--- config.mk ---
export PLATFORM = sky130hd
export DESIGN_NAME = dsssc_ctrl
export DESIGN_NICKNAME = d
export VERILOG_FILES = /design/src/dsssc_ctrl.v
export VERILOG_INCLUDE_DIRS = /design/src /design/src/src
export SDC_FILE = /design/constraint.sdc
export NUM_CORES = 1
export LEC_CHECK = 0
export ABC_AREA = 1
export ABC_CLOCK_PERIOD_IN_PS = 4900
export BUFFER_PORTS_ARGS = -buffer_cell sky130_fd_sc_hd__buf_2
export CORE_ASPECT_RATIO = 0.7
export CORE_MARGIN = 2
export CORE_UTILIZATION = 54
export CTS_CLUSTER_DIAMETER = 50
export DETAILED_ROUTE_END_ITERATION = 7
export PLACE_DENSITY = 0.94
export SYNTH_ARGS = -nofsm -noshare
export SYNTH_HDL_FRONTEND = slang
export SYNTH_SLANG_ARGS = --single-unit
--- constraint.sdc ---
create_clock -name clk_sys -period 4.9 [get_ports clk_sys]
set_input_delay 0.49 -clock clk_sys [delete_from_list [all_inputs] [get_ports clk_sys]]
set_output_delay 0.49 -clock clk_sys [all_outputs]
set_load 0.1 [all_outputs]
--- src/dsssc_regs.vh ---
// Constants for the display sweep and store control block
`ifndef DSSSC_REGS_VH
`define DSSSC_REGS_VH
// Clock period in ns
`define DSSSC_CLK_NS 8
// Lockout interval in ns, long enough to swallow a strobed pulse pair
`define DSSSC_LOCK_NS 1600
// Lockout count, rounded down, at least one cycle
`define DSSSC_LOCK_CYC (`DSSSC_LOCK_NS / `DSSSC_CLK_NS)
// Stop pulse width in ns
`define DSSSC_STOP_NS 2000
// Stop pulse count, rounded down
`define DSSSC_STOP_CYC (`DSSSC_STOP_NS / `DSSSC_CLK_NS)
// Timer width
`define DSSSC_TMR_W 9
// Range numbers
`define DSSSC_RANGE_LAST_FAST 5'h07
`define DSSSC_RANGE_LAST_ADD 5'h06
`define DSSSC_RANGE_FIRST_SLOW 5'h13
`define DSSSC_RANGE_LAST 5'h17
// Strobe rate codes
`define DSSSC_RATE_FULL 2'h0
`define DSSSC_RATE_HALF 2'h1
`define DSSSC_RATE_QUARTER 2'h2
// Register bus offsets
`define DSSSC_OFS_CTRL 4'h0
`define DSSSC_OFS_STAT 4'h4
// Control field positions
`define DSSSC_CTRL_RANGE_LSB 0
`define DSSSC_CTRL_RANGE_MSB 4
`define DSSSC_CTRL_DUAL 5
`define DSSSC_CTRL_DIV2 6
`define DSSSC_CTRL_DIV4 7
// Control reset value
`define DSSSC_CTRL_RST 8'h01
`endif

--- src/dsssc_ctrl.v ---
// Display sweep, sample strobe and store sequencing control
`timescale 1ns/1ps
// Functional notes
// RULE1: Refresh uses read MSB, roll uses equality
// RULE2: Roll fast ranges unstored use read counter
// RULE3: Stored or full hold stops write counter
// RULE4: First request starts fixed lockout interval
// RULE5: Lockout end launches two microsecond stop
// RULE6: Stop pulse clears display ramp
// RULE7: Toggle arms strobe counter, second strobe starts
// RULE8: Start every second request, stop every one
// RULE9: Strobes at full, half or quarter rate
// RULE10: Dual trace passes strobes by read LSB
// RULE11: Roll fast unstored adds read clock per two counts
// RULE12: Extra clock is next phase three, phase five clears
// RULE13: Selector gives normal, refreshed, roll indicators
// RULE14: Slow ranges turn normal into refreshed
// RULE15: One mode lamp, none while stored
// RULE16: Full hold blocks write counter clocks
// RULE17: Half hold forces write LSB high
// RULE18: Half hold forces dual trace ramp toggled LSB
// RULE19: Release clears state and lamps, enables trigger; in roll mode trigger enable follows arming and stays low until store
// RULE20: Store sets arming and lights indicator_a
// RULE21: Write done lights stored, trigger enable low
// RULE22: Fast refresh holds trigger off two sweeps
// RULE23: Trigger clears arming, lights indicator_b
// RULE24: Reset starts released, idle, no hold
module dsssc_ctrl (
    // Clock and reset
    input wire clk_sys,
    input wire rstn,
    // Register port
    input wire [3:0] reg_addr,
    input wire [31:0] reg_wdata,
    input wire reg_wr,
    input wire reg_rd,
    output reg [31:0] reg_rdata_q,
    // System phase pulses
    input wire phase_three_pulse,
    input wire phase_four_strobe,
    input wire phase_five_pulse,
    // Front panel
    input wire [1:0] display_mode_selector,
    input wire full_store_hold_button,
    input wire half_store_hold_button,
    input wire store_button,
    input wire release_button,
    // Store side events
    input wire trigger_event,
    input wire write_done,
    input wire range_div_pulse,
    input wire read_msb,
    input wire read_lsb,
    input wire wr_rd_equal,
    input wire write_lsb_in,
    input wire ramp_running,
    // Ramp generator
    output reg ramp_clear_q,
    output reg ramp_start_q,
    // Store counters
    output reg write_clk_q,
    output reg write_address_lsb_q,
    output reg read_extra_clk_q,
    output reg sample_strobe_q,
    // Indicators and lines
    output reg normal_mode_line_q,
    output reg roll_line_q,
    output reg led_normal_q,
    output reg led_refresh_q,
    output reg led_roll_q,
    output reg indicator_a_q,
    output reg indicator_b_q,
    output reg led_stored_q,
    output reg trigger_enable_q,
    output reg dual_trace_q
);
`include "dsssc_regs.vh"

    // One clock domain; every panel and store input is taken as already
    // synchronous to clk_sys, so no synchronisers are placed here.

    // Selector codes
    localparam SEL_UP = 2'h0;
    localparam SEL_MID = 2'h1;
    localparam SEL_LOW = 2'h2;
    // Sweep sequencer states
    localparam ST_IDLE = 2'h0;
    localparam ST_LOCK = 2'h1;
    localparam ST_STOP = 2'h2;
    // Timer loads, cut to the timer width on purpose
    localparam [31:0] LOCK_LOAD = `DSSSC_LOCK_CYC - 1;
    localparam [31:0] STOP_LOAD = `DSSSC_STOP_CYC - 1;

    // Control register fields
    reg [7:0] ctrl_q;
    wire [4:0] range_no = ctrl_q[`DSSSC_CTRL_RANGE_MSB:`DSSSC_CTRL_RANGE_LSB];
    // Store state
    reg arm_q;
    reg trig_q;
    reg stored_q;
    // Sequencer
    reg [1:0] st_q;
    reg [`DSSSC_TMR_W-1:0] tmr_q;
    reg toggle_q;
    reg [1:0] strobe_cnt_q;
    // Request edge detect
    reg req_src_q;
    // Extra clock stages
    reg msb_q;
    reg div_q;
    reg add_arm_q;
    reg add_sent_q; // Extra clock already issued for this arming
    // Strobe divider
    reg [1:0] rate_cnt_q;
    // Ramp edge for dual sweep counting
    reg ramp_q;
    reg [1:0] sweep_cnt_q;
    reg holdoff_q;

    // Range within an inclusive window
    function in_range;
        input [4:0] r;
        input [4:0] lo;
        input [4:0] hi;
        begin
            in_range = (r >= lo) && (r <= hi);
        end
    endfunction

    // Mode decode
    // Code three on the selector falls through to refreshed.
    wire slow = in_range(range_no, `DSSSC_RANGE_FIRST_SLOW, `DSSSC_RANGE_LAST);
    wire is_roll = (display_mode_selector == SEL_LOW);
    wire is_normal_mode_line = (display_mode_selector == SEL_UP) && !slow; // RULE14
    wire is_refr = !is_roll && !is_normal_mode_line; // RULE14
    wire fast7 = in_range(range_no, 5'h01, `DSSSC_RANGE_LAST_FAST);
    wire fast6 = in_range(range_no, 5'h01, `DSSSC_RANGE_LAST_ADD);
    wire half_hold = half_store_hold_button;
    wire dual = ctrl_q[`DSSSC_CTRL_DUAL] || half_hold; // RULE18

    // On the fastest roll ranges both counters step together and never meet,
    // so the read counter stands in until writing stops. Once the store is
    // held, either by the stored state or by full hold, the write counter
    // stands still and the equality strobe marks each pass of the reader.
    // Start source select
    wire use_eq = is_roll && !(fast7 && !stored_q && !full_store_hold_button); // RULE1 RULE2
    wire req_src = use_eq ? (wr_rd_equal && phase_four_strobe) : read_msb; // RULE1 RULE3
    wire req = req_src && !req_src_q;

    // The quarter rate wins over the half rate when both bits are set.
    // In dual trace only strobes on odd read addresses pass, so the two
    // traces are sampled from alternate store locations.
    // Gated strobe before dual selection
    wire rate_hit = ctrl_q[`DSSSC_CTRL_DIV4] ? (rate_cnt_q == 2'h3) :
                    ctrl_q[`DSSSC_CTRL_DIV2] ? rate_cnt_q[0] : 1'b1; // RULE9
    wire gated = phase_four_strobe && rate_hit; // RULE9
    wire strobe = gated && (!dual || read_lsb); // RULE10

    // Unmapped reads return zero; read data stands for one cycle only.
    // Register access
    always @(posedge clk_sys or negedge rstn) begin
        if (!rstn) begin
            ctrl_q <= `DSSSC_CTRL_RST;
            reg_rdata_q <= 32'h0000_0000;
        end else begin
            // Control write
            if (reg_wr && reg_addr == `DSSSC_OFS_CTRL) begin
                ctrl_q <= reg_wdata[7:0];
            end
            // Read data one cycle later
            if (reg_rd) begin
                case (reg_addr)
                    `DSSSC_OFS_CTRL: reg_rdata_q <= {24'h00_0000, ctrl_q};
                    `DSSSC_OFS_STAT: reg_rdata_q <= {24'h00_0000, st_q, toggle_q,
                        holdoff_q, stored_q, trig_q, arm_q, is_roll};
                    default: reg_rdata_q <= 32'h0000_0000;
                endcase
            end else begin
                reg_rdata_q <= 32'h0000_0000;
            end
        end
    end

    // Release wins over store, and store over trigger and write done.
    // Triggers are ignored while the two sweep hold off is running.
    // Store, arm and trigger sequencing
    always @(posedge clk_sys or negedge rstn) begin
        if (!rstn) begin
            arm_q <= 1'b0; // RULE24
            trig_q <= 1'b0;
            stored_q <= 1'b0;
        end else if (release_button) begin
            arm_q <= 1'b0; // RULE19
            trig_q <= 1'b0;
            stored_q <= 1'b0;
        end else if (store_button) begin
            arm_q <= 1'b1; // RULE20
            stored_q <= 1'b0;
        end else if (arm_q && trigger_event && !holdoff_q) begin
            arm_q <= 1'b0; // RULE23
            trig_q <= 1'b1;
        end else if (trig_q && write_done) begin
            trig_q <= 1'b0; // RULE21
            stored_q <= 1'b1;
        end
    end

    // On the fast refreshed ranges writing breaks into reading; without
    // this hold off rapid triggers would starve the display of a full
    // read. Leaving those ranges or pressing release drops the hold off.
    // Two sweep hold off after writing on fast refreshed ranges
    always @(posedge clk_sys or negedge rstn) begin
        if (!rstn) begin
            ramp_q <= 1'b0;
            sweep_cnt_q <= 2'h0;
            holdoff_q <= 1'b0;
        end else begin
            ramp_q <= ramp_running;
            if (!(is_refr && fast6) || release_button) begin
                holdoff_q <= 1'b0;
                sweep_cnt_q <= 2'h0;
            end else if (trig_q && write_done) begin
                holdoff_q <= 1'b1; // RULE22
                sweep_cnt_q <= 2'h0;
            end else if (holdoff_q && ramp_q && !ramp_running) begin
                // Count completed sweeps
                if (sweep_cnt_q == 2'h1) begin
                    holdoff_q <= 1'b0; // RULE22
                end
                sweep_cnt_q <= sweep_cnt_q + 2'h1;
            end
        end
    end

    // Roll mode equality arrives as a pulse pair because the read counter
    // steps at half rate; the lockout swallows the second pulse. The stop
    // pulse always follows, but the toggle lets only every other request
    // reach the start counter, giving stop-start, stop, stop-start.
    // A stop with no sweep running is harmless: the ramp is already idle.
    // Sweep lockout, stop pulse and start toggling
    always @(posedge clk_sys or negedge rstn) begin
        if (!rstn) begin
            st_q <= ST_IDLE; // RULE24
            tmr_q <= {`DSSSC_TMR_W{1'b0}};
            toggle_q <= 1'b0;
            strobe_cnt_q <= 2'h0;
            req_src_q <= 1'b0;
            ramp_clear_q <= 1'b0;
            ramp_start_q <= 1'b0;
        end else begin
            req_src_q <= req_src;
            ramp_start_q <= 1'b0;
            case (st_q)
                ST_IDLE: begin
                    // First request starts lockout
                    if (req) begin
                        st_q <= ST_LOCK; // RULE4
                        tmr_q <= LOCK_LOAD[`DSSSC_TMR_W-1:0];
                    end
                end
                ST_LOCK: begin
                    // Requests ignored here
                    if (tmr_q == {`DSSSC_TMR_W{1'b0}}) begin
                        st_q <= ST_STOP; // RULE5
                        tmr_q <= STOP_LOAD[`DSSSC_TMR_W-1:0];
                        ramp_clear_q <= 1'b1; // RULE6
                    end else begin
                        tmr_q <= tmr_q - 1'b1; // RULE4
                    end
                end
                ST_STOP: begin
                    // Stop pulse held, then toggle
                    if (tmr_q == {`DSSSC_TMR_W{1'b0}}) begin
                        st_q <= ST_IDLE;
                        ramp_clear_q <= 1'b0; // RULE6
                        toggle_q <= !toggle_q; // RULE8
                        strobe_cnt_q <= 2'h0; // RULE7
                    end else begin
                        tmr_q <= tmr_q - 1'b1; // RULE5
                    end
                end
                default: begin
                    st_q <= ST_IDLE;
                end
            endcase
            // Strobe counter runs only while toggle set and not stopping
            // Count saturates at two, so later strobes have no effect
            if (toggle_q && st_q != ST_STOP && gated && strobe_cnt_q != 2'h2) begin
                strobe_cnt_q <= strobe_cnt_q + 2'h1; // RULE7
                if (strobe_cnt_q == 2'h1) begin
                    ramp_start_q <= 1'b1; // RULE7 RULE8
                end
            end
        end
    end

    // Extra read clock insertion
    // The add_arm_q stage waits for the next phase three, whatever phase it
    // was armed in; phase five only disarms once that pulse has gone out,
    // so each arming adds exactly one read clock.
    always @(posedge clk_sys or negedge rstn) begin
        if (!rstn) begin
            msb_q <= 1'b0;
            div_q <= 1'b0;
            add_arm_q <= 1'b0;
            add_sent_q <= 1'b0;
            read_extra_clk_q <= 1'b0;
        end else begin
            msb_q <= read_msb;
            read_extra_clk_q <= 1'b0;
            // Issue the one extra clock on phase three
            if (add_arm_q && !add_sent_q && phase_three_pulse) begin
                read_extra_clk_q <= 1'b1; // RULE12
                add_sent_q <= 1'b1;
            end
            // Following phase five disarms
            if (add_arm_q && add_sent_q && phase_five_pulse) begin
                add_arm_q <= 1'b0; // RULE12
                add_sent_q <= 1'b0;
            end
            // Count full read counts on MSB fall; a new arming wins
            if (msb_q && !read_msb) begin
                div_q <= !div_q;
                if (div_q && is_roll && fast6 && !stored_q) begin
                    add_arm_q <= 1'b1; // RULE11
                    add_sent_q <= 1'b0;
                end
            end
        end
    end

    // Every panel output is registered, so lamps follow their state bits
    // one clock later. The stored lamp blanks all three mode lamps.
    // Full hold and the stored state both starve the write counter.
    // Strobes, write path and panel outputs
    always @(posedge clk_sys or negedge rstn) begin
        if (!rstn) begin
            rate_cnt_q <= 2'h0;
            sample_strobe_q <= 1'b0;
            write_clk_q <= 1'b0;
            write_address_lsb_q <= 1'b0;
            normal_mode_line_q <= 1'b0;
            roll_line_q <= 1'b0;
            led_normal_q <= 1'b0;
            led_refresh_q <= 1'b0;
            led_roll_q <= 1'b0;
            indicator_a_q <= 1'b0;
            indicator_b_q <= 1'b0;
            led_stored_q <= 1'b0;
            trigger_enable_q <= 1'b1; // RULE24
            dual_trace_q <= 1'b0;
        end else begin
            if (phase_four_strobe) begin
                rate_cnt_q <= rate_cnt_q + 2'h1;
            end
            sample_strobe_q <= strobe; // RULE10
            write_clk_q <= range_div_pulse && !full_store_hold_button && !stored_q; // RULE16 RULE3
            write_address_lsb_q <= write_lsb_in || half_hold; // RULE17
            normal_mode_line_q <= is_normal_mode_line; // RULE13
            roll_line_q <= is_roll; // RULE13
            led_normal_q <= is_normal_mode_line && !stored_q; // RULE15
            led_refresh_q <= is_refr && !stored_q; // RULE15
            led_roll_q <= is_roll && !stored_q; // RULE15
            indicator_a_q <= arm_q; // RULE20
            indicator_b_q <= trig_q; // RULE23
            led_stored_q <= stored_q; // RULE21
            dual_trace_q <= dual; // RULE18
            // Trigger enable per mode
            if (holdoff_q) begin
                trigger_enable_q <= 1'b0; // RULE22
            end else if (is_roll) begin
                trigger_enable_q <= arm_q;
            end else begin
                trigger_enable_q <= !(trig_q || stored_q) || arm_q; // RULE19 RULE21
            end
        end
    end

endmodule // dsssc_ctrl

Word-level counts from Yosys, hierarchy flattened
Index checks and enable logic that the tools add are counted.
{"block": "classes", "n_addsub": 4, "magnitude_cmp": 5, "n_eq_ne": 15, "mux": 48, "n_reduce_logical": 78}
{"cell": "logical AND 1 bit", "n": 35}
{"cell": "two-way mux 1 bit", "n": 32}
{"cell": "two-way mux 32 bit", "n": 1}
{"cell": "two-way mux 9 bit", "n": 3}
{"cell": "one-hot mux 9 bit (3 select lines)", "n": 1}
{"cell": "nonzero test 3 bit", "n": 6}
{"cell": "zero test 1 bit", "n": 16}
{"cell": "two-way mux 2 bit", "n": 8}
{"cell": "one-hot mux 8 bit (2 select lines)", "n": 1}
{"cell": "inequality test 2 bit (second input constant)", "n": 6}
{"cell": "<= comparator 5 x 3 -> 1 bit (second input constant)", "n": 2}
{"cell": "AND reduction 2 bit", "n": 5}
{"cell": "zero test 9 bit", "n": 1}
{"cell": "AND reduction 3 bit", "n": 3}
{"cell": "subtractor 9 x 1 -> 9 bit (second input constant)", "n": 1}
{"cell": "adder 2 x 1 -> 2 bit (second input constant)", "n": 3}
{"cell": "== test 2 x 1 -> 1 bit (second input constant)", "n": 3}
{"cell": "== test 2 bit (second input constant)", "n": 3}
{"cell": "logical OR 1 bit", "n": 6}
{"cell": "one-hot mux 2 bit (3 select lines)", "n": 1}
{"cell": "nonzero test 2 bit", "n": 3}
{"cell": "greater-or-equal comparator 5 x 1 -> 1 bit (second input constant)", "n": 1}
{"cell": "greater-or-equal comparator 5 bit (second input constant)", "n": 1}
{"cell": "<= comparator 5 bit (second input constant)", "n": 1}
{"cell": "other kinds (6)", "n": 7}
{"block": "word_totals", "reg_bits": 84, "inputBits": 57, "out_inout_bits": 48, "wordCells": 184}

Logic depth before layout (Yosys ltp)
Gate-level depths: netlist (run 1).
{"block": "depth", "depth_word": 11, "ltp_mapped": 12, "ltp_nobuf": 12}

Least setup slack after synthesis (run 1)
No wires, ideal clock.
{"block": "synth_path", "path_type": "reg-to-reg", "start": "register st_q[0]", "end": "register tmr_q[4]", "setup_ns": 0.065, "t_arrival_ns": 1.492, "required_ns": 4.835, "setup_slack_ns": 3.343, "path_stages_with_launch": 10, "n_path_buf": 1, "period_less_slack_ns": 1.557, "cell_sequence": "dfrtp_1 > inv_1 > ha_1 > clkbuf_1 > inv_1 > nor2_1 > o21ai_0 > a21oi_1 > nand3_1 > nand2_1"}
{"block": "synth_between", "elab_chain_cells": 3, "word_cells_on_any_way": 8, "classes_between": "4 x eq/ne; 1 x mux; 3 x reduce/logical"}
{"element": "start: declaration", "line": "dsssc_ctrl.v:102", "rtl": "reg [1:0] st_q;"}
{"element": "start signal: assignment", "line": "dsssc_ctrl.v:243", "rtl": "st_q <= ST_IDLE;"}
{"element": "start signal: assignment", "line": "dsssc_ctrl.v:257", "rtl": "st_q <= ST_LOCK;"}
{"element": "start signal: assignment", "line": "dsssc_ctrl.v:264", "rtl": "st_q <= ST_STOP;"}
{"element": "== test 2 bit, or another cell as far along", "line": "dsssc_ctrl.v:253", "rtl": "case (st_q)"}
{"element": "inequality test 2 bit (no line) / nonzero test 3 bit (equally long branches)"}
{"element": "AND reduction 3 bit (no line)"}
{"element": "end signal: assignment", "line": "dsssc_ctrl.v:258", "rtl": "tmr_q <= LOCK_LOAD[`DSSSC_TMR_W-1:0];"}
{"element": "end signal: assignment", "line": "dsssc_ctrl.v:265", "rtl": "tmr_q <= STOP_LOAD[`DSSSC_TMR_W-1:0];"}
{"element": "end signal: assignment", "line": "dsssc_ctrl.v:268", "rtl": "tmr_q <= tmr_q - 1'b1;"}
{"element": "end: declaration", "line": "dsssc_ctrl.v:103", "rtl": "reg [`DSSSC_TMR_W-1:0] tmr_q;"}
Parallel ways exist; a longest one is shown, timed or not.
A chain may end at the register's enable or synchronous reset.

Worst setup path in the final report (run 1)
{"block": "layout_path", "start": "register st_q[0]", "end": "register tmr_q[2]"}
Same word-level chain as after synthesis.

==> results of run 1 <==
[cell type report]
| class | instances | area [um2] | share of cell area [%] |
|---|---|---|---|
| Sequential cell | 60 | 1504 | 43.13 |
| Multi-Input combinational cell | 240 | 1227 | 35.20 |
| Timing Repair Buffer | 57 | 287.8 | 8.253 |
| Inverter | 41 | 161.4 | 4.629 |
| Clock buffer | 10 | 127.6 | 3.660 |
| Tap cell | 72 | 90.09 | 2.583 |
| Clock inverter | 6 | 88.84 | 2.548 |
[worst reg2reg max path, delay by kind of cell (launching register included)]
| family | cells | cell delay (ps) |
|---|---|---|
| fa+ha+maj | 1 | 330 |
| buf+inv | 3 | 260 |
| flops | 1 | 410 |
| simple gates | 6 | 790 |
[power groups by stage]
stage / Combinational, mW / Sequential [mW] / Clock [mW]
2_1_floorplan: 0.516 / 0.763 / 0
3_3_place_gp: 0.709 / 0.670 / 0
3_5_place_dp: 0.730 / 0.677 / 0
4_1_cts: 0.737 / 0.670 / 0.489
5_1_grt: 0.813 / 0.681 / 0.525
6_report: 0.740 / 0.671 / 0.484
[registers in the layout, indices dropped and copies added, names as in the netlist, 2 cells and up]
signal / count
st_q: 2
sweep_cnt_q: 2
rate_cnt_q: 2
ctrl_q: 8
tmr_q: 9
strobe_cnt_q: 2
reg_rdata_q: 8
[cell families after synthesis]
group,after synthesis,synth area share (%)
AND/OR/NAND/NOR,162,25.03
multiplexers,2,0.7471
XOR/XNOR,6,1.743
adder cells (fa/ha/maj),8,3.321
flip-flops,60,49.90
other,1,0.1244
AO/OA/AOI/OAI,38,6.891
buffers and inverters,69,12.25
[synth_stat cells, types with 3 or more instances]
master    instances
buf_4            25
xor2_1            4
nand2_4           4
nor3_1            3
ha_1              8
nor2_1           30
inv_1            37
dfrtp_1          58
o21ai_0          12
a21oi_1          20
nand3_1          27
nand3b_1          4
nand2_1          80
[how the worst max path moves through the flow]
| stage | slack [ps] | start | cells after the start | to |
|---|---|---|---|---|
| 6_report | 3060 | st_q[0] | 10 | tmr_q[2] |
| 5_1_grt | 2930 | st_q[0] | 10 | tmr_q[5] |
| 4_1_cts | 3080 | st_q[0] | 10 | tmr_q[5] |
| 3_5_place_dp | 3000 | reg_addr[0] | 6 | ctrl_q[1] |
| 2_1_floorplan | 3340 | st_q[0] | 9 | tmr_q[4] |
| 3_3_place_gp | 3080 | reg_addr[2] | 6 | ctrl_q[4] |
[metrics by stage]
stage / area, um2 / power [mW] / worst slack [ps] / hold slack, ps
5_1_grt: 3487 / 2.019 / 2926 / 247.2
6_report: 3487 / 1.895 / 3058 / 269.5
3_5_place_dp: 3271 / 1.407 / 3000 / 388.4
4_1_cts: 3487 / 1.895 / 3077 / 260.8
3_3_place_gp: 3271 / 1.379 / 3083 / 385.7
2_1_floorplan: 3100 / 1.279 / 3343 / 194.4
[layer usage]
layer  vias up  wire length (um)  track usage [%]
li1       1176                 -                -
met1      1132              2669            28.62
met2       165              3001            37.23
met3        23               675            8.032
met4         0               161            7.904
met5         -                 0                0
==> metrics, run 1 <==
most frequent cells in the layout nand2_1 (80), dfrtp_1 (58), buf_2 (56), inv_1 (37), nor2_1 (30); EDFF count, synth 0; Die ar. 0.006205 mm2; chip width just over 90 um; Hold EP msb_q; PostCTS Resize Cnt 0; Worst Clk Skew 6.323 ps; Slew @ Worst Pin 717.7 ps; crit end category flop; Sw Ratio between 40% and 50%; Startpoint Class flop; min Tclk post-route roughly 1800 ps; most common cell after layout, fill and taps aside nand2_1; port bufs 56; share of the synthesized area in the top cell type 48.15%; Crit path max-delay family simple AND/OR/NAND/NOR gates; status completed; number of I/O pins 105; Yosys cell types 40; post-route insts no fill just under 500; clk sink count 60; initial antenna violation count 0; sequential fraction of the synthesis area 49.90%; Synth area leader dfrtp_1; Num CTS Buffers 9; Avg Cell Area, Syn approximately 8.7 um2; grt ovf 0; ranking of synthesized cells by area dfrtp_1 (48%), nand2_1 (10%), buf_4 (6.2%); Clock Power Share 25.5%; share of cells above drive strength 1 21.98%; hold path start read_msb; Final Cycle Share 37.60%; asr flop ratio synth 100.0%; Slew Viols, Final 0; Detail Placement HPWL roughly 4300 um; Synth Register Bits 60; CTS tree done; Fin. Hold Viols 0; Skew-Pair Late Insertion Delay 340 ps; Critical Path, Cell by Cell inv_1 -> ha_1 -> nor2_2 -> inv_1 -> or2_1 -> nand2_4 -> inv_4 -> nand2_8 -> nand2_1 -> nand2_1; Gate power share 39.1%; reg2reg setup slack 3060 ps; vias in the first global route 2237; Initial Util 56.74%; top_reg_cell synth dfrtp_1; crit-path max FO 10; Hold/Removal Path Class input port to flop; H-tree depth 3; max-cap violations 0; Flop pwr share 35.4%; reg2reg path depth 10; Placed Cells between 400 and 500; Cells after Synth roughly 350; Vias 2496; Via-to-Cell Ratio between 5 and 6; Pwr per Cell Area 543.5 mW/mm2; Layout fillers between 300 and 400; Setup Fix Bufs, Post-CTS 0; Max rail drop VDD 0.3270 mV; largest net degree at the start of global routing 61; clk slew on worst S/H paths 70 ps; Buf+Inv Stages, Crit Path 3; Crit-path slowest cell dfrtp_1; final setup TNS 0 ps; Rel. slew slack 52.15%; Detailed Routing Iterations Pass 1 6; routed len/inst 13.39 um; Worst Path Arrival 2120 ps; WP data required 5180 ps; post-synthesis cell area 0.003014 mm2; Clock Tree Root clkbuf_8; NetSw a little over 0.8 mW; first-pass GRT wire length 10650 um; Post-DRT Antenna Nets 0; fmax 542.8 MHz; core area 0.005313 mm2; die height 66.51 um; Routed WL between 6000 and 7000 um; nets@finish roughly 470; R2R Path End tmr_q[2]; hold_buf cts 0; P&R area growth vs syn 15.69%; Synth Warn # 0; Total GRT Usage 22.88%; R2R Path Start st_q[0]; hold path cells 1; critical path class flop to flop; n_diodes 0; Iter 0 DRT Violations 213; reported leakage power between 1.5 and 2 nW; RD Place Congestion 0.8519; # rows 22; Remaining DRCs 0; Clock Path Buffers 2; slowest cell delay on critical path ~410 ps; RSZ-0062 raised after global routing false; Util after Layout approximately two thirds; endpoints failing setup 0; Internal Power 1.083 mW
No activity file was read; power rests on OpenSTA's default activity.
==> run 2: changes to the inputs <==
ABC_CLOCK_PERIOD_IN_PS = 1600   (was 4900)
CORE_UTILIZATION = 45   (was 54)
PLACE_DENSITY = 0.85   (was 0.94)
clock period = 1.6 ns   (was 4.9 ns; I/O delays follow)
==> run 2 against run 1 <==
Net effect: die area is 19% higher; hold slack worse by 260 ps; power rose to 3.3 times the previous value; largest cell class unchanged; highest routed layer unchanged; sequential cell count stayed put; cell count up 7.6%.
==> metrics, run 2 (synthesis results as in run 1) <==
Tot Pwr 6.273 mW (+230%); min Tclk post-route 1542 ps (-300.4 ps); nets@finish 493 (+4.0%); most frequent cells in the layout nand2_1 (79), dfrtp_1 (57), buf_2 (56), inv_1 (33), nor2_1 (27); status completed; chip width 101.8 um (+9.1%); fmax 648.6 MHz (+19%); Vias 2527 (+1.2%); Clock Tree Root clkbuf_8; # rows 24 (+9.1%); die height 72.48 um (+9.0%); largest net degree at the start of global routing 61 (unchanged); reported leakage power 1.965 nW (+5.6%); Util after Layout 59.14% (-6.5 points); Max rail drop VDD 0.8290 mV (+150%); routed len/inst 13.05 um (-2.5%); first-pass GRT wire length 10900 um (+2.3%); Worst Clk Skew 12.31 ps (+5.987 ps); Place WS -23.79 ps (-3024 ps); Routed WL 6823 um (+4.9%); share of cells above drive strength 1 28.47% (+6.5 points); Fin Hold WS 7.517 ps (-262.0 ps); endpoints failing setup 0 (unchanged); initial antenna violation count 0 (unchanged); Hold/Removal Path Class input port to flop; critical path class flop to flop; PnR worst setup slack 58.18 ps (-3000 ps); Total GRT Usage 19.09% (-3.8 points); Startpoint Class flop; Worst Path Arrival 1810 ps (-310 ps); Pwr per Cell Area 1666 mW/mm2 (+210%); max-cap violations 0 (unchanged); max reg flops 9 (unchanged); number of I/O pins 105 (unchanged); Biggest register tmr_q; Regs by FF count tmr_q (9), ctrl_q (8), reg_rdata_q (8); WP data required 1870 ps (-3310 ps); clk slew on worst S/H paths 80 ps (about the same); CTS tree done; crit-path max FO 6 (-4); clk sink count 60 (unchanged); crit end category flop; Skew-Pair Late Insertion Delay 340 ps (about the same); Initial Util 47.35% (-9.4 points); Remaining DRCs 0 (unchanged); Die ar. 0.007379 mm2 (+19%); Final Cycle Share 96.36% (+59 points); grt ovf 0 (unchanged); H-tree depth 3 (unchanged); Slew Viols, Final 0 (unchanged); Post-DRT Antenna Nets 0 (unchanged); port bufs 56 (unchanged); Clock Path Buffers 2 (unchanged); Via-to-Cell Ratio 4.832 (-5.9%); n_diodes 0 (unchanged); core area 0.006366 mm2 (+20%); Num CTS Buffers 9 (unchanged); Detail Placement HPWL 4449 um (+2.4%); vias in the first global route 2491 (+11%); RD Place Congestion 0.8645 (+1.5%); Fin. Hold Viols 0 (unchanged); Layout fillers 536 (+37%); most common cell after layout, fill and taps aside nand2_1; Iter 0 DRT Violations 180 (-15%); P&R area growth vs syn 24.91%; Detailed Routing Iterations Pass 1 4 (-2)
run 2: cell count changes in the layout (fill, tap and decap cells not counted), moves of 3 or more:
cell,change
inv_1,-4
inv_2,+4
buf_4,+12
dlygate4sd3_1,+3
ha_1,-4
nor2_1,-3
run 2: where the power goes:
part | switching (mW) | internal, mW | total [mW]
clock | 0.586 | 0.792 | 1.38
sequential | 0.264 | 1.82 | 2.08
combinational | 1.91 | 0.908 | 2.81
total | 2.76 | 3.52 | 6.27
run 2: layout make-up:
type	instances	area [um2]	area share (%)
timing repair inverter	1	8.758	0.2326
clock inverter	4	48.80	1.296
multi-input combinational	242	1338	35.53
timing repair buffer	73	427.9	11.37
tap	91	113.9	3.024
sequential	60	1505	39.98
clock buffer	11	151.4	4.021
inverter	41	171.4	4.553
run 2: routing by layer:
layer	GRT usage, %	routed length [um]	vias up
met1	23.91	2974	1183
met4	6.370	100	0
met5	0	0	-
met2	31.07	3185	117
li1	-	-	1216
met3	6.744	563	11
run 2: worst paths after layout:
check                                          from            end  slack [ps]  depth (start not counted)
setup / recovery                            st_q[0]       tmr_q[6]          60                         10
hold / removal             display_mode_selector[1]   led_normal_q           8                          2
setup reg to reg                            st_q[0]       tmr_q[6]          60                         10
hold reg to reg                               arm_q  indicator_a_q         420                          0
max in group asynchronous                      rstn      ctrl_q[0]         930                          3
min in group asynchronous                      rstn         ramp_q         370                          3
run 2: what timing repair did:
| item | 4_1_cts | 5_1_grt |
|---|---|---|
| endpoints found under the hold margin | 60 | 0 |
| gates cloned | 0 | 3 |
| pin swaps | 1 | 7 |
| hold buffers | 3 | 0 |
| resized for setup | 0 | 27 |
| endpoints found under the setup margin | 9 | 12 |
| buffers inserted | 1 | 3 |
run 2: per-stage QoR:
| step | instances | area [um2] | TNS, ps |
|---|---|---|---|
| after global routing | 523 | 3765 | -56.16 |
| final | 523 | 3765 | 0 |
| after floorplan | 369 | 3100 | 0 |
| after detailed placement | 498 | 3374 | -96.00 |
| after CTS | 517 | 3612 | 0 |
| after global placement | 498 | 3374 | 0 |
run 2: worst max-delay path, stage by stage (launching register included):
cell and delay, ps:
dfrtp_1 420, inv_2 80, ha_4 170, nor2_4 110, inv_1 60, or2_4 260, nand2_8 100, clkinv_8 80
nand2_4 90, nand2_1 50, nand2_1 60
==> run 3: changes to the inputs <==
--- a/config.mk
+++ b/config.mk
@@ -17,2 +17,3 @@
 export PLACE_DENSITY = 0.85
+export REMOVE_ABC_BUFFERS = 1
 export SYNTH_ARGS = -nofsm -noshare
--- a/constraint.sdc
+++ b/constraint.sdc
@@ -3,2 +3,2 @@
 set_output_delay 0.16 -clock clk_sys [all_outputs]
-set_load 0.1 [all_outputs]
+set_load 0.05 [all_outputs]
==> run 3 against run 2 <==
Net effect: wire length fell by 4.0%; clock skew shrank 2.1 ps; register-to-register slack got worse by 20 ps; critical path depth stayed put; power down 12%; highest routed layer unchanged.
==> metrics, run 3 (synthesis results as in run 1) <==
status completed; Detail Placement HPWL 4483 um (+0.77%); critical path class flop to flop; P&R area growth vs syn 21.96%; initial antenna violation count 0 (unchanged); Util after Layout 57.74% (-1.4 points); Clock Tree Root clkbuf_8; crit-path max FO 10 (+4); Worst Clk Skew 10.23 ps (-2.076 ps); Remaining DRCs 0 (unchanged); Via-to-Cell Ratio 4.723 (-2.2%); grt ovf 0 (unchanged); max reg flops 9 (unchanged); Place WS 21.84 ps (+45.64 ps); most frequent cells in the layout nand2_1 (78), dfrtp_1 (58), buf_2 (56), inv_1 (36), nor2_1 (28); Crit-path slowest cell dfrtp_1; Pwr per Cell Area 1503 mW/mm2 (-9.8%); Startpoint Class flop; slowest cell delay on critical path 410 ps (about the same); max-cap violations 0 (unchanged); Detailed Routing Iterations Pass 1 4 (unchanged); Die ar. 0.007379 mm2 (unchanged); die height 72.48 um (unchanged); Num CTS Buffers 9 (unchanged); Slew Viols, Final 0 (unchanged); Post-DRT Antenna Nets 0 (unchanged); Iter 0 DRT Violations 226 (+26%); most common cell after layout, fill and taps aside nand2_1; number of I/O pins 105 (unchanged); RD Place Congestion 0.8799 (+1.8%); Total GRT Usage 18.98% (-0.11 points); Skew-Pair Late Insertion Delay 340 ps (about the same); fmax 639.2 MHz (-1.5%); chip width 101.8 um (unchanged); first-pass GRT wire length 10700 um (-1.8%); H-tree depth 3 (unchanged); Worst Path Arrival 1840 ps (+30 ps); crit end category flop; routed len/inst 12.50 um (-4.2%); most used cell, CP nand2_1; Clock Path Buffers 2 (unchanged); reported leakage power 1.945 nW (-1.1%); largest net degree at the start of global routing 61 (unchanged); nets@finish 493 (unchanged); Hold/Removal Path Class input port to flop; Regs by FF count tmr_q (9), ctrl_q (8), reg_rdata_q (8); Final Cycle Share 97.78% (+1.4 points); CTS tree done; Critical Path, Cell by Cell inv_2 -> ha_1 -> nor2_2 -> inv_1 -> or2_4 -> nand2_4 -> inv_6 -> nand2_8 -> nand2_1 -> nand2_1; endpoints failing setup 0 (unchanged); core area 0.006366 mm2 (unchanged); Fin. Hold Viols 0 (unchanged); # rows 24 (unchanged); Routed WL 6548 um (-4.0%); clk sink count 60 (unchanged); clk slew on worst S/H paths 70 ps (about the same); Vias 2475 (-2.1%); Max rail drop VDD 0.7634 mV (-7.9%); port bufs 56 (unchanged); share of cells above drive strength 1 25.87% (-2.6 points); min Tclk post-route 1565 ps (+22.73 ps); n_diodes 0 (unchanged); Biggest register tmr_q; vias in the first global route 2377 (-4.6%); WP data required 1880 ps (about the same); PnR worst setup slack 35.45 ps (-22.73 ps); Initial Util 47.35% (unchanged); Fin Hold WS 23.78 ps (+16.26 ps)
-- run 3: changes by cell type in the layout (fill, tap and decap cells not counted), moves of 2 or more --
cell,change
inv_1,+3
nor2_4,-2
ha_4,-2
dlygate4sd3_1,+2
ha_1,+3
clkbuf_1,+4
inv_2,-3
-- run 3: through the flow --
| stage | setup TNS [ps] | total power, mW | instance area (um2) | instances |
|---|---|---|---|---|
| after floorplan | 0 | 3.563 | 2893 | 341 |
| after global placement | 0 | 4.026 | 3359 | 496 |
| after detailed placement | 0 | 4.094 | 3359 | 496 |
| after CTS | 0 | 5.292 | 3580 | 518 |
| after global routing | -196.8 | 5.926 | 3676 | 524 |
| final | 0 | 5.527 | 3676 | 524 |
-- run 3: worst paths after layout --
check	endpoint	start	depth (start not counted)	slack, ps
worst max-delay path	tmr_q[6]	st_q[1]	10	40
worst min-delay path	led_normal_q	display_mode_selector[1]	2	20
worst max register to register	tmr_q[6]	st_q[1]	10	40
worst min register to register	indicator_a_q	arm_q	0	450
max in group asynchronous	ctrl_q[0]	rstn	3	940
min in group asynchronous	tmr_q[7]	rstn	3	360
-- run 3: area by class of cell --
type	instances	area [um2]
timing repair buffer	75	447.9
multi-input combinational	241	1284
clock inverter	2	10.01
inverter	41	163.9
clock buffer	14	152.6
fill	550	2690
tap	91	113.9
sequential	60	1504
-- run 3: per-layer routing --
metal	GRT usage, %	vias to the layer above	wire length [um]
met1	25.36	1148	2785
li1	-	1211	-
met4	5.778	0	97
met2	29.02	107	3057
met3	7.129	9	606
met5	0	-	0
-- run 3: what timing repair did --
action	4_1_cts	5_1_grt
gates cloned	0	1
hold buffers	5	0
buffers inserted	1	5
pin swaps	0	3
gates resized for setup	0	14
setup endpoints to repair	2	15
hold endpoints to repair	62	0
-- run 3: worst max-delay path, delay by kind of cell (launching register included) --
family	cells	cell delay (ps)
adder cells (fa/ha/maj)	1	200
buffers and inverters	3	200
flip-flops	1	410
AND/OR/NAND/NOR	6	690
-- run 3: report_power, final --
group / switching (mW) / total, mW / internal [mW]
clock network: 0.557 / 1.16 / 0.601
logic: 1.47 / 2.32 / 0.846
registers: 0.234 / 2.05 / 1.82
total: 2.26 / 5.53 / 3.26
